### src/pkg/bdsr_pkg.sv
// backlight diagnostic status bank: shared constants and types
// assumes a 32-bit AXI4-Lite master and word-aligned registers
package bdsr_pkg;
   // ----------------------------------------
   // register indices (byte address = 4 x index)
   // ----------------------------------------
   localparam int         ADDR_W    = 8;
   localparam logic [7:0] IDX_FLAGS = 8'h12;
   localparam logic [7:0] IDX_FSM   = 8'h14;
   localparam logic [7:0] IDX_PIN   = 8'h16;
   localparam logic [7:0] IDX_POUT  = 8'h18;
   localparam logic [7:0] IDX_CUR   = 8'h1A;
   localparam logic [7:0] IDX_MASK  = 8'h20;
   // ----------------------------------------
   // fault flag register fields
   // ----------------------------------------
   localparam int B_RSV     = 15;
   localparam int B_I2C     = 14;
   localparam int B_I2C_CLR = 13;
   localparam int B_BAD     = 12;
   localparam int B_BAD_CLR = 11;
   localparam int B_SUM     = 10;
   localparam int B_SUM_CLR = 9;
   localparam int B_GND     = 8;
   localparam int B_SHORT   = 7;
   localparam int B_OPEN    = 6;
   localparam int CHAN_MAX  = 6;
   localparam int STATE_W   = 5;
   localparam int CUR_W     = 12;
   localparam logic [15:0] REG_RST  = 16'h0000;
   localparam logic [15:0] MASK_RST = 16'h0000;
   // ----------------------------------------
   // state machine view codes
   // ----------------------------------------
   localparam logic [4:0] ST_DISABLED = 5'h00;
   localparam logic [4:0] ST_REG_UP   = 5'h01;
   localparam logic [4:0] ST_MEM_RD   = 5'h02;
   localparam logic [4:0] ST_STANDBY  = 5'h03;
   localparam logic [4:0] ST_BOOST_LO = 5'h04;
   localparam logic [4:0] ST_BOOST_HI = 5'h0F;
   localparam logic [4:0] ST_NORMAL   = 5'h10;
   localparam logic [4:0] ST_SHUTDOWN = 5'h11;
   localparam logic [4:0] ST_RECOVERY = 5'h12;
   localparam logic [4:0] ST_ALL_FAIL = 5'h13;
   // ----------------------------------------
   // bus answers and types
   // ----------------------------------------
   localparam logic [1:0] RESP_OKAY   = 2'h0;
   localparam logic [1:0] RESP_SLVERR = 2'h2;
   typedef struct packed {
      logic       i2c_timeout_evt;
      logic       bad_string_evt;
      logic       open_det;
      logic       short_det;
      logic       gnd_det;
      logic [5:0] chan_fault;
   } bdsr_fault_t;
   typedef struct packed {
      logic [4:0]  state;
      logic [15:0] pwm_in;
      logic [15:0] pwm_out;
      logic [11:0] cur;
   } bdsr_view_t;
   typedef enum logic [1:0] {
      BUS_IDLE = 2'b01,
      BUS_RESP = 2'b10
   } bdsr_bus_t;
endpackage

### src/bdsr_regs.sv
// backlight diagnostic and fault status register bank
// assumes sync inputs on REF_CLK_I and an AXI4-Lite master
`timescale 1ns/1ps
module bdsr_regs #(
   parameter int CHAN_N = 6 // channels with fault bits
) (
   // clock and reset
   input  wire logic                         REF_CLK_I,
   input  wire logic                         ARST_N_I,
   // detector and view inputs
   input  wire bdsr_pkg::bdsr_fault_t        FAULT_I,
   input  wire bdsr_pkg::bdsr_view_t         VIEW_I,
   // write address channel
   input  wire logic [bdsr_pkg::ADDR_W-1:0]  S_AXI_AWADDR_I,
   input  wire logic                         S_AXI_AWVALID_I,
   output logic                              S_AXI_AWREADY_O,
   // write data channel
   input  wire logic [31:0]                  S_AXI_WDATA_I,
   input  wire logic [3:0]                   S_AXI_WSTRB_I,
   input  wire logic                         S_AXI_WVALID_I,
   output logic                              S_AXI_WREADY_O,
   // write response channel
   output logic [1:0]                        S_AXI_BRESP_O,
   output logic                              S_AXI_BVALID_O,
   input  wire logic                         S_AXI_BREADY_I,
   // read address channel
   input  wire logic [bdsr_pkg::ADDR_W-1:0]  S_AXI_ARADDR_I,
   input  wire logic                         S_AXI_ARVALID_I,
   output logic                              S_AXI_ARREADY_O,
   // read data channel
   output logic [31:0]                       S_AXI_RDATA_O,
   output logic [1:0]                        S_AXI_RRESP_O,
   output logic                              S_AXI_RVALID_O,
   input  wire logic                         S_AXI_RREADY_I,
   // interrupt
   output logic                              IRQ_O
);
   // ----------------------------------------
   // elaboration checks
   // ----------------------------------------
   if (CHAN_N < 1 || CHAN_N > bdsr_pkg::CHAN_MAX)
   begin : g_bad_chan
      $error("CHAN_N must lie in 1..6");
   end

   // ----------------------------------------
   // decode helper
   // ----------------------------------------
   // true when byte address hits a register index
   function automatic logic hit(
      input logic [bdsr_pkg::ADDR_W-1:0] addr,
      input logic [7:0]                  idx
   );
      hit = (addr[bdsr_pkg::ADDR_W-1:2] == idx[5:0]);
   endfunction

   // ----------------------------------------
   // declarations
   // ----------------------------------------
   bdsr_pkg::bdsr_bus_t              wr_st;      // write channel state
   bdsr_pkg::bdsr_bus_t              rd_st;      // read channel state
   logic                             aw_held;    // address captured
   logic                             w_held;     // data captured
   logic [bdsr_pkg::ADDR_W-1:0]      aw_addr;    // captured address
   logic [15:0]                      w_data;     // captured low data
   logic [1:0]                       w_strb;     // captured low lanes
   logic                             do_wr;      // write commits now
   logic                             wr_ok;      // address mapped
   logic [15:0]                      flags;      // fault flag register
   logic [15:0]                      irq_mask;   // interrupt mask
   logic [4:0]                       state_view; // state machine view
   logic [15:0]                      pin_view;   // input duty view
   logic [15:0]                      pout_view;  // output duty view
   logic [11:0]                      cur_view;   // current code view
   logic [5:0]                       chan_live;  // active channels
   logic                             flag_wr;    // flag register write commits
   logic                             clr_i2c;    // pair write hits
   logic                             clr_bad;
   logic                             clr_sum;
   logic                             sum_evt;    // open, short or ground fault
   logic [15:0]                      next_rdata; // read mux result
   logic                             next_rok;   // read mapped

   // ----------------------------------------
   // write channel
   // ----------------------------------------
   assign S_AXI_AWREADY_O = !aw_held && (wr_st == bdsr_pkg::BUS_IDLE);
   assign S_AXI_WREADY_O  = !w_held && (wr_st == bdsr_pkg::BUS_IDLE);
   assign do_wr = aw_held && w_held && (wr_st == bdsr_pkg::BUS_IDLE);
   assign wr_ok = hit(aw_addr, bdsr_pkg::IDX_FLAGS) || hit(aw_addr, bdsr_pkg::IDX_MASK);
   assign S_AXI_BVALID_O  = (wr_st == bdsr_pkg::BUS_RESP);

   // capture address and data in either order
   always_ff @(posedge REF_CLK_I or negedge ARST_N_I)
   begin
      if (!ARST_N_I)
      begin
         aw_held <= 1'b0;
         w_held  <= 1'b0;
         aw_addr <= '0;
         w_data  <= bdsr_pkg::REG_RST;
         w_strb  <= 2'h0;
      end
      else if (do_wr)
      begin
         aw_held <= 1'b0;
         w_held  <= 1'b0;
      end
      else
      begin
         if (S_AXI_AWVALID_I && S_AXI_AWREADY_O)
         begin
            aw_held <= 1'b1;
            aw_addr <= S_AXI_AWADDR_I;
         end
         if (S_AXI_WVALID_I && S_AXI_WREADY_O)
         begin
            w_held <= 1'b1;
            w_data <= S_AXI_WDATA_I[15:0];
            w_strb <= S_AXI_WSTRB_I[1:0];
         end
      end
   end

   // response state and code
   always_ff @(posedge REF_CLK_I or negedge ARST_N_I)
   begin
      if (!ARST_N_I)
      begin
         wr_st         <= bdsr_pkg::BUS_IDLE;
         S_AXI_BRESP_O <= bdsr_pkg::RESP_OKAY;
      end
      else
      begin
         case (wr_st)
            bdsr_pkg::BUS_IDLE:
            begin
               if (do_wr)
               begin
                  wr_st         <= bdsr_pkg::BUS_RESP;
                  S_AXI_BRESP_O <= wr_ok ? bdsr_pkg::RESP_OKAY : bdsr_pkg::RESP_SLVERR;
               end
            end
            bdsr_pkg::BUS_RESP:
            begin
               if (S_AXI_BREADY_I)
                  wr_st <= bdsr_pkg::BUS_IDLE;
            end
            default:
               wr_st <= bdsr_pkg::BUS_IDLE;
         endcase
      end
   end

   // ----------------------------------------
   // clear decode and fault flags
   // ----------------------------------------
   // both status and clear bit in one write
   assign flag_wr = do_wr && hit(aw_addr, bdsr_pkg::IDX_FLAGS) && w_strb[1];
   assign clr_i2c = flag_wr && w_data[bdsr_pkg::B_I2C] && w_data[bdsr_pkg::B_I2C_CLR];
   assign clr_bad = flag_wr && w_data[bdsr_pkg::B_BAD] && w_data[bdsr_pkg::B_BAD_CLR];
   assign clr_sum = flag_wr && w_data[bdsr_pkg::B_SUM] && w_data[bdsr_pkg::B_SUM_CLR];
   // summary source: open, short or ground
   assign sum_evt = FAULT_I.open_det || FAULT_I.short_det || FAULT_I.gnd_det;

   // sticky flags, detection wins over clear
   always_ff @(posedge REF_CLK_I or negedge ARST_N_I)
   begin
      if (!ARST_N_I)
         flags[15:6] <= bdsr_pkg::REG_RST[15:6];
      else
      begin
         flags[bdsr_pkg::B_RSV]     <= 1'b0;
         flags[bdsr_pkg::B_I2C_CLR] <= 1'b0;
         flags[bdsr_pkg::B_BAD_CLR] <= 1'b0;
         flags[bdsr_pkg::B_SUM_CLR] <= 1'b0;
         // host bus timeout
         if (FAULT_I.i2c_timeout_evt)
            flags[bdsr_pkg::B_I2C] <= 1'b1;
         else if (clr_i2c)
            flags[bdsr_pkg::B_I2C] <= 1'b0;
         // bad string config
         if (FAULT_I.bad_string_evt)
            flags[bdsr_pkg::B_BAD] <= 1'b1;
         else if (clr_bad)
            flags[bdsr_pkg::B_BAD] <= 1'b0;
         // summary flag
         if (sum_evt)
            flags[bdsr_pkg::B_SUM] <= 1'b1;
         else if (clr_sum)
            flags[bdsr_pkg::B_SUM] <= 1'b0;
         // ground indication
         if (FAULT_I.gnd_det)
            flags[bdsr_pkg::B_GND] <= 1'b1;
         else if (clr_sum)
            flags[bdsr_pkg::B_GND] <= 1'b0;
         // short and open follow the summary clear
         if (FAULT_I.short_det)
            flags[bdsr_pkg::B_SHORT] <= 1'b1;
         else if (clr_sum)
            flags[bdsr_pkg::B_SHORT] <= 1'b0;
         if (FAULT_I.open_det)
            flags[bdsr_pkg::B_OPEN] <= 1'b1;
         else if (clr_sum)
            flags[bdsr_pkg::B_OPEN] <= 1'b0;
      end
   end

   // per-channel live bits, bit n is channel n+1
   for (genvar g = 0; g < bdsr_pkg::CHAN_MAX; g++)
   begin : g_chan
      assign chan_live[g] = (g < CHAN_N) ? FAULT_I.chan_fault[g] : 1'b0;
      always_ff @(posedge REF_CLK_I or negedge ARST_N_I)
      begin
         if (!ARST_N_I)
            flags[g] <= 1'b0;
         else
            flags[g] <= chan_live[g];
      end
   end

   // ----------------------------------------
   // mask register and interrupt
   // ----------------------------------------
   // mask shares the flag layout; only the timeout, string config and summary bits matter
   always_ff @(posedge REF_CLK_I or negedge ARST_N_I)
   begin
      if (!ARST_N_I)
         irq_mask <= bdsr_pkg::MASK_RST;
      else if (do_wr && hit(aw_addr, bdsr_pkg::IDX_MASK))
      begin
         if (w_strb[0])
            irq_mask[7:0] <= w_data[7:0];
         if (w_strb[1])
            irq_mask[15:8] <= w_data[15:8];
      end
   end

   // level interrupt while an enabled flag stays set
   assign IRQ_O = (flags[bdsr_pkg::B_I2C] && irq_mask[bdsr_pkg::B_I2C])
               || (flags[bdsr_pkg::B_BAD] && irq_mask[bdsr_pkg::B_BAD])
               || (flags[bdsr_pkg::B_SUM] && irq_mask[bdsr_pkg::B_SUM]);

   // ----------------------------------------
   // diagnostic views
   // ----------------------------------------
   // live snapshots of the core, one cycle late
   always_ff @(posedge REF_CLK_I or negedge ARST_N_I)
   begin
      if (!ARST_N_I)
      begin
         state_view <= bdsr_pkg::ST_DISABLED;
         pin_view   <= bdsr_pkg::REG_RST;
         pout_view  <= bdsr_pkg::REG_RST;
         cur_view   <= bdsr_pkg::REG_RST[11:0];
      end
      else
      begin
         state_view <= VIEW_I.state;   // codes as driven
         pin_view   <= VIEW_I.pwm_in;
         pout_view  <= VIEW_I.pwm_out;
         cur_view   <= VIEW_I.cur;
      end
   end

   // ----------------------------------------
   // read channel
   // ----------------------------------------
   assign S_AXI_ARREADY_O = (rd_st == bdsr_pkg::BUS_IDLE);
   assign S_AXI_RVALID_O  = (rd_st == bdsr_pkg::BUS_RESP);

   // read mux, unused upper bits read zero
   always_comb
   begin
      next_rdata = 16'h0000;
      next_rok   = 1'b1;
      if (hit(S_AXI_ARADDR_I, bdsr_pkg::IDX_FLAGS))
         next_rdata = flags;
      else if (hit(S_AXI_ARADDR_I, bdsr_pkg::IDX_FSM))
         next_rdata = {11'h000, state_view};
      else if (hit(S_AXI_ARADDR_I, bdsr_pkg::IDX_PIN))
         next_rdata = pin_view;
      else if (hit(S_AXI_ARADDR_I, bdsr_pkg::IDX_POUT))
         next_rdata = pout_view;
      else if (hit(S_AXI_ARADDR_I, bdsr_pkg::IDX_CUR))
         next_rdata = {4'h0, cur_view};
      else if (hit(S_AXI_ARADDR_I, bdsr_pkg::IDX_MASK))
         next_rdata = irq_mask;
      else
         next_rok = 1'b0;
   end

   // one read at a time, answer the cycle after the address
   always_ff @(posedge REF_CLK_I or negedge ARST_N_I)
   begin
      if (!ARST_N_I)
      begin
         rd_st         <= bdsr_pkg::BUS_IDLE;
         S_AXI_RDATA_O <= 32'h0000_0000;
         S_AXI_RRESP_O <= bdsr_pkg::RESP_OKAY;
      end
      else
      begin
         case (rd_st)
            bdsr_pkg::BUS_IDLE:
            begin
               if (S_AXI_ARVALID_I)
               begin
                  rd_st         <= bdsr_pkg::BUS_RESP;
                  S_AXI_RDATA_O <= {16'h0000, next_rdata};
                  S_AXI_RRESP_O <= next_rok ? bdsr_pkg::RESP_OKAY : bdsr_pkg::RESP_SLVERR;
               end
            end
            bdsr_pkg::BUS_RESP:
            begin
               if (S_AXI_RREADY_I)
                  rd_st <= bdsr_pkg::BUS_IDLE;
            end
            default:
               rd_st <= bdsr_pkg::BUS_IDLE;
         endcase
      end
   end

   // ----------------------------------------
   // checks
   // ----------------------------------------
   i2c_flag_set_a : assert property (@(posedge REF_CLK_I) disable iff (!ARST_N_I)
      FAULT_I.i2c_timeout_evt |=> flags[bdsr_pkg::B_I2C]) else $error("timeout flag not set");
   bad_flag_set_a : assert property (@(posedge REF_CLK_I) disable iff (!ARST_N_I)
      FAULT_I.bad_string_evt |=> flags[bdsr_pkg::B_BAD]) else $error("string config flag not set");
   sum_flag_set_a : assert property (@(posedge REF_CLK_I) disable iff (!ARST_N_I)
      sum_evt |=> flags[bdsr_pkg::B_SUM]) else $error("summary flag not set");
   pair_clear_a : assert property (@(posedge REF_CLK_I) disable iff (!ARST_N_I)
      $fell(flags[bdsr_pkg::B_SUM]) |-> $past(clr_sum)) else $error("summary cleared without pair write");
   open_with_sum_a : assert property (@(posedge REF_CLK_I) disable iff (!ARST_N_I)
      (clr_sum && !sum_evt) |=> !flags[bdsr_pkg::B_OPEN] && !flags[bdsr_pkg::B_SHORT])
      else $error("open or short survived clear");
   chan_follow_a : assert property (@(posedge REF_CLK_I) disable iff (!ARST_N_I)
      ##1 flags[5:0] == $past(chan_live)) else $error("channel bits wrong");
   rsv_zero_a : assert property (@(posedge REF_CLK_I) disable iff (!ARST_N_I)
      !flags[bdsr_pkg::B_RSV]) else $error("reserved bit set");
   state_read_a : assert property (@(posedge REF_CLK_I) disable iff (!ARST_N_I)
      (S_AXI_ARVALID_I && S_AXI_ARREADY_O && hit(S_AXI_ARADDR_I, bdsr_pkg::IDX_FSM))
      |=> S_AXI_RVALID_O && S_AXI_RDATA_O == {27'h0, $past(state_view)}) else $error("state read wrong");
   irq_level_a : assert property (@(posedge REF_CLK_I) disable iff (!ARST_N_I)
      (flags[bdsr_pkg::B_I2C] && irq_mask[bdsr_pkg::B_I2C]) |-> IRQ_O) else $error("interrupt low with flag set");
endmodule // bdsr_regs

### config.mk
export PLATFORM = sky130hd
export DESIGN_NAME = bdsr_regs
export DESIGN_NICKNAME = d
export VERILOG_FILES = /design/src/pkg/bdsr_pkg.sv /design/src/bdsr_regs.sv
export SDC_FILE = /design/constraint.sdc
export NUM_CORES = 1
export LEC_CHECK = 0
export ABC_AREA = 0
export BUFFER_PORTS_ARGS = -buffer_cell sky130_fd_sc_hd__buf_2
export CELL_PAD_IN_SITES_DETAIL_PLACEMENT = 0
export CELL_PAD_IN_SITES_GLOBAL_PLACEMENT = 1
export CORE_AREA = 5 5 110 123
export CTS_BUF_LIST = sky130_fd_sc_hd__clkbuf_8
export DETAILED_ROUTE_END_ITERATION = 10
export DIE_AREA = 0 0 115 128
export PLACE_DENSITY_LB_ADDON = 0.25
export SETUP_SLACK_MARGIN = 0.1
export SLEW_MARGIN = 15
export SYNTH_ARGS = -nofsm -noshare
export SYNTH_HDL_FRONTEND = slang
export SYNTH_SLANG_ARGS = --single-unit
### constraint.sdc
create_clock -name REF_CLK_I -period 2.25 [get_ports REF_CLK_I]
set_input_delay 0.5625 -clock REF_CLK_I [delete_from_list [all_inputs] [get_ports REF_CLK_I]]
set_output_delay 0.5625 -clock REF_CLK_I [all_outputs]
set_load 0.02 [all_outputs]
==> Word level (Yosys, flattened, before mapping) <==
Index checks and enable logic that the tools add are counted.
{ "word_totals": {"ff_bits": 129, "input_bits": 119, "output_inout_bits": 42, "elab_cells": 119} }
{ "classes": {"eq_ne": 16, "n_mux": 33, "bitwise": 1, "n_reduce_logical": 41} }
{ "op_table": {"columns": ["operator", "n"], "rows": [
  ["16-bit 2-to-1 mux", 6],
  ["6-bit by 5-bit == test with 1-bit output (second input constant)", 6],
  ["1-bit 2-to-1 mux", 19],
  ["1-bit logical AND", 18],
  ["2-bit AND reduction", 8],
  ["2-bit nonzero test", 8],
  ["6-bit == test (second input constant)", 2],
  ["2-bit 2-to-1 mux", 6],
  ["2-bit case mux with 2 select lines", 2],
  ["1-bit logical OR", 5],
  ["2-bit by 1-bit == test with 1-bit output (second input constant)", 2],
  ["2-bit == test (second input constant)", 2],
  ["2-bit by 1-bit != test with 1-bit output (second input constant)", 2],
  ["2-bit != test (second input constant)", 2],
  ["1-bit logical NOT", 2],
  ["1-bit inverter", 1]
]} }

==> Logic depth before layout (Yosys ltp) <==
{ "logic_depth": {"depth_word": 8, "mapped_depth": 7, "depth_no_buf": 4} }

==> Worst setup path before layout <==
No wires, ideal clock.
{ "synth_timing": {"path_kind": "reg2reg", "start": "register wr_st[0]", "end": "register w_data[10]", "setup_ns": 0.125, "arrival_ns": 1.859, "required_time_ns": 2.125, "path_slack_ns": 0.266, "stages_incl_launch_ff": 7, "n_path_buf": 2, "synth_period_minus_slack_ns": 1.984, "cell_sequence": "dfstp_2 nand2b_1 nor2_1 and2_1 buf_2 buf_2 mux2_2"} }
{ "synth_via": {"elab_chain_cells": 4, "word_cells_on_any_way": 6, "classes_between": "eq/ne: 1; bitwise: 1; reduce/logical: 4"} }
{ "synth_lines": {"columns": ["item", "line", "rtl"], "rows": [
  ["from (decl)", "bdsr_regs.sv:60", "bdsr_pkg::bdsr_bus_t wr_st;"],
  ["from (signal assigned)", "bdsr_regs.sv:130", "wr_st <= bdsr_pkg::BUS_IDLE;"],
  ["from (signal assigned)", "bdsr_regs.sv:140", "wr_st <= bdsr_pkg::BUS_RESP;"],
  ["from (signal assigned)", "bdsr_regs.sv:147", "wr_st <= bdsr_pkg::BUS_IDLE;"],
  ["2-bit by 1-bit == test with 1-bit output", "bdsr_regs.sv:88", "assign S_AXI_WREADY_O = !w_held && (wr_st == bdsr_pkg::BUS_IDLE);"],
  ["1-bit logical AND", "bdsr_regs.sv:88", null],
  ["named net S_AXI_WREADY_O", "bdsr_regs.sv:21", "output logic S_AXI_WREADY_O,"],
  ["1-bit logical AND", "bdsr_regs.sv:116", "if (S_AXI_WVALID_I && S_AXI_WREADY_O)"],
  ["2-bit AND reduction (no line)", null, null],
  ["to (signal assigned)", "bdsr_regs.sv:101", "w_data <= bdsr_pkg::REG_RST;"],
  ["to (signal assigned)", "bdsr_regs.sv:119", "w_data <= S_AXI_WDATA_I[15:0];"],
  ["to (decl)", "bdsr_regs.sv:65", "logic [15:0] w_data;"]
]} }
The timed path passes the listed nets, and every way through them passes these cells.
A chain may end at the register's enable or synchronous reset.

==> Final worst setup path <==
{ "layout_timing": {"start": "register irq_mask[10]", "end": "output IRQ_O"} }
{ "layout_via": {"elab_chain_cells": 2} }
{ "layout_lines": {"columns": ["item", "line", "rtl"], "rows": [
  ["from (decl)", "bdsr_regs.sv:70", "logic [15:0] irq_mask;"],
  ["from (signal assigned)", "bdsr_regs.sv:229", "irq_mask <= bdsr_pkg::MASK_RST;"],
  ["from (signal assigned)", "bdsr_regs.sv:235", "irq_mask[15:8] <= w_data[15:8];"],
  ["1-bit logical AND", "bdsr_regs.sv:242", "|| (flags[bdsr_pkg::B_SUM] && irq_mask[bdsr_pkg::B_SUM]);"],
  ["1-bit logical OR", "bdsr_regs.sv:242", null],
  ["to (decl)", "bdsr_regs.sv:36", "output logic IRQ_O"]
]} }
No other way between the ends.

==> summary.md <==
| Metric | Value |
|---|---|
| Final Wtd Congestion | `0.805` |
| Total Wirelength | `11,300 µm` |
| H-Tree Depth | `4` |
| Wl on met1 | `4870 µm` |
| Die height | `128 µm` |
| Fin crit period | `2.01 ns` |
| Iter 0 DRT Violations | `199` |
| Syn Std Cell Area | `4880 µm²` |
| Top delay family on crit path | `flip-flops` |
| Max_cap viols | `0` |
| Worst reg2reg path depth | `4` |
| # DRC | `0` |
| Placed Cells | `634` |
| Clock root buffer | `clkbuf_8` |
| Final Power | `6.48 mW` |
| Ys flop type | `dfrtp_1` |
| Share of Yosys cell area claimed by the top area cell type | `63.1%` |
| F_max | `0.498 GHz` |
| Largest net degree at the start of global routing | `42` |
| Post-synthesis cell type count | `41` |
| Worst Path Max Fanout | `3` |
| Synth top cells by count | `dfrtp_1, mux2_2, nand2_1` |
| Starting Density | `39.7%` |
| Yosys reg bits | `125` |
| Final instance area | `6100 µm²` |
| Slew Limit Headroom | `60.8%` |
| Count leader, synth | `dfrtp_1` |
| WL/cell | `17.0 µm` |
| Final Max Slew Viols | `0` |
| Die area | `14,700 µm²` |
| Leak | `2.94 nW` |
| Critical path data required time | `1.69 ns` |
| Post-place instance area | `5670 µm²` |
| Crit path DAT | `1.45 ns` |
| # fillers | `1,132` |
| Sequential Area | `3130 µm²` |
| Worst path depth | `3` |
| Vias per inst | `4.92` |
| CTS tree | `built` |
| Top cells by area, synth | `dfrtp_1, mux2_2, buf_4` |
| CP bufs+invs | `2` |
| Max incr delay on CP | `0.40 ns` |
| Clk Latency, worst-skew pair | `0.42 ns` |
| Core area | `12,300 µm²` |
| Syn-to-layout area delta | `25.2%` |
| Clk_skew | `0.00962 ns` |
| Status | `finished, final reports clean` |
| Final WS setup | `0.241 ns` |
| RSZ-0062 raised after global routing | `true` |
| CP max stage cell | `dfrtp_1` |
| Maximum VDD drop | `528 µV` |
| Post-synth EDFFs | `0` |
| Final setup viols | `0` |
| Clock Sinks | `125` |
| Layout cells sized above 1 | `44.0%` |
| Critical Path, Cell by Cell | `a222oi_1 -> inv_1 -> buf_6` |
| TritonCTS Buffers | `17` |
| Met2 WL post-DR | `5500 µm` |
| Routed vias | `3,285` |
| Clock buffer depth | `2` |
| Nets | `617` |
| Die width | `115 µm` |
| Endpoint type of the worst setup path | `primary output` |
| Ports | `161` |
| Avg Cell Area, Syn | `13.6 µm²` |
| First-pass GRT wire length | `17,700 µm` |
| GRT Overall Usage | `16.2%` |
| Min Hold Slack | `0.136 ns` |
| Sequential element share of the synthesized area | `64.2%` |
| Yosys top cell by area | `dfrtp_1` |
| Kind of critical path | `reg -> out` |
| Fin Setup TNS | `0 ns` |
| Area of the multi-input gates | `1580 µm²` |
| Crit start category | `flop` |
| Synthesis warning total | `0` |
| Pwr Density | `1060 nW/µm²` |
| Antenna violations before repair | `0` |
| Overflow left after global routing | `0` |
| Post-route ant nets | `0` |
| Fin cells | `668` |
| Number of global-route vias before repair | `3,401` |
| Drt first pass iters | `4` |
| Port Buffers | `120` |
| Setup WS pre-CTS | `0.241 ns` |
| Hold crit path type | `in -> async` |
| DP HPWL | `8500 µm` |
| Final Hold Violating Endpoints | `0` |
| Finished Core Util | `49.8%` |
| Tcrit/Tclk final | `89.3%` |
| Max layer used | `met4` |
| Ys async rst share | `100%` |
| Clk slew on worst S/H paths | `0.07 ns` |
| Metal3 WL | `791 µm` |
| Worst-Margin Slew | `0.588 ns` |
| Diodes inserted | `0` |
| Syn Inst Count | `359` |
| Row Count | `43` |
[where the power goes]
group          switching [mW]  internal [mW]
clock network           0.883           1.13
registers               0.326           2.75
logic                   0.702          0.696
total                    1.91           4.57
[per-layer routing]
metal  GRT usage, %  up-vias
li1               -     1529
met1           20.9     1608
met2           25.9      131
met3           4.86       17
met4           5.66        0
met5              0        -
[flip-flops by register name, indices dropped and copies added (netlist names)]
register and flops:
S_AXI_BRESP_O 1, S_AXI_RDATA_O 16, S_AXI_RRESP_O 1, aw_addr 6, aw_held 1, cur_view 12
flags 12, irq_mask 16, pin_view 16, pout_view 16, rd_st 2, state_view 5
w_data 16, w_held 1, w_strb 2, wr_st 2
[layout make-up]
type,count,share of cell area [%]
multi-input cells,211,25.9
clock inverters,14,2.77
inverters,7,0.430
well taps,157,3.22
flip-flops and latches,125,51.3
repair buffers,136,12.4
clock buffers,18,4.06
[cell usage in the layout, fill, tap and decap left out, types with 4 or more instances in the layout]
cell type | netlist | final
and2_1 | 5 | 5
o221ai_1 | 6 | 6
mux2_2 | 44 | 44
clkbuf_8 | 0 | 18
mux2i_1 | 9 | 9
a222oi_1 | 6 | 6
o22ai_1 | 4 | 4
buf_2 | 9 | 118
clkinv_2 | 0 | 4
clkinv_4 | 0 | 4
nand3_1 | 11 | 11
inv_1 | 7 | 7
buf_4 | 18 | 15
conb_1 | 1 | 18
nand2_1 | 24 | 24
a2bb2oi_1 | 9 | 9
a21o_1 | 6 | 6
dfrtp_1 | 123 | 123
nor2_1 | 16 | 16
a21oi_1 | 6 | 6
o21ai_0 | 5 | 5
nand4b_1 | 4 | 4
[cell families (layout without fill, tap and decap cells)]
group           count (synthesis)  in the layout  share of synthesized area (%)
buf+inv                        40            175                           4.70
other cells                     1             18                         0.0769
mux                            53             53                           12.0
simple gates                   85             85                           10.3
compound gates                 55             55                           8.70
flops                         125            125                           64.2
[timing repair]
action,4_1_cts,5_1_grt
setup endpoints to repair,0,1
gates resized for setup,0,2
hold buffers,0,0
setup buffers,0,2
[worst paths after layout]
kind                                          start                  endpoint  slack (ns)
setup reg to reg             aw_addr[2]$_DFFE_PN0P_  irq_mask[14]$_DFFE_PN0P_        0.35
min in group REF_CLK_I                   VIEW_I[33]     pin_view[5]$_DFF_PN0_        0.24
hold / removal                             ARST_N_I     w_data[2]$_DFFE_PN0P_        0.14
max in group asynchronous                  ARST_N_I      rd_st[0]$_DFFE_PN1P_        1.41
hold reg to reg                flags[6]$_DFFE_PN0P_      flags[6]$_DFFE_PN0P_        0.49
setup / recovery           irq_mask[10]$_DFFE_PN0P_                     IRQ_O        0.24
(Power assumes the default switching activity.)
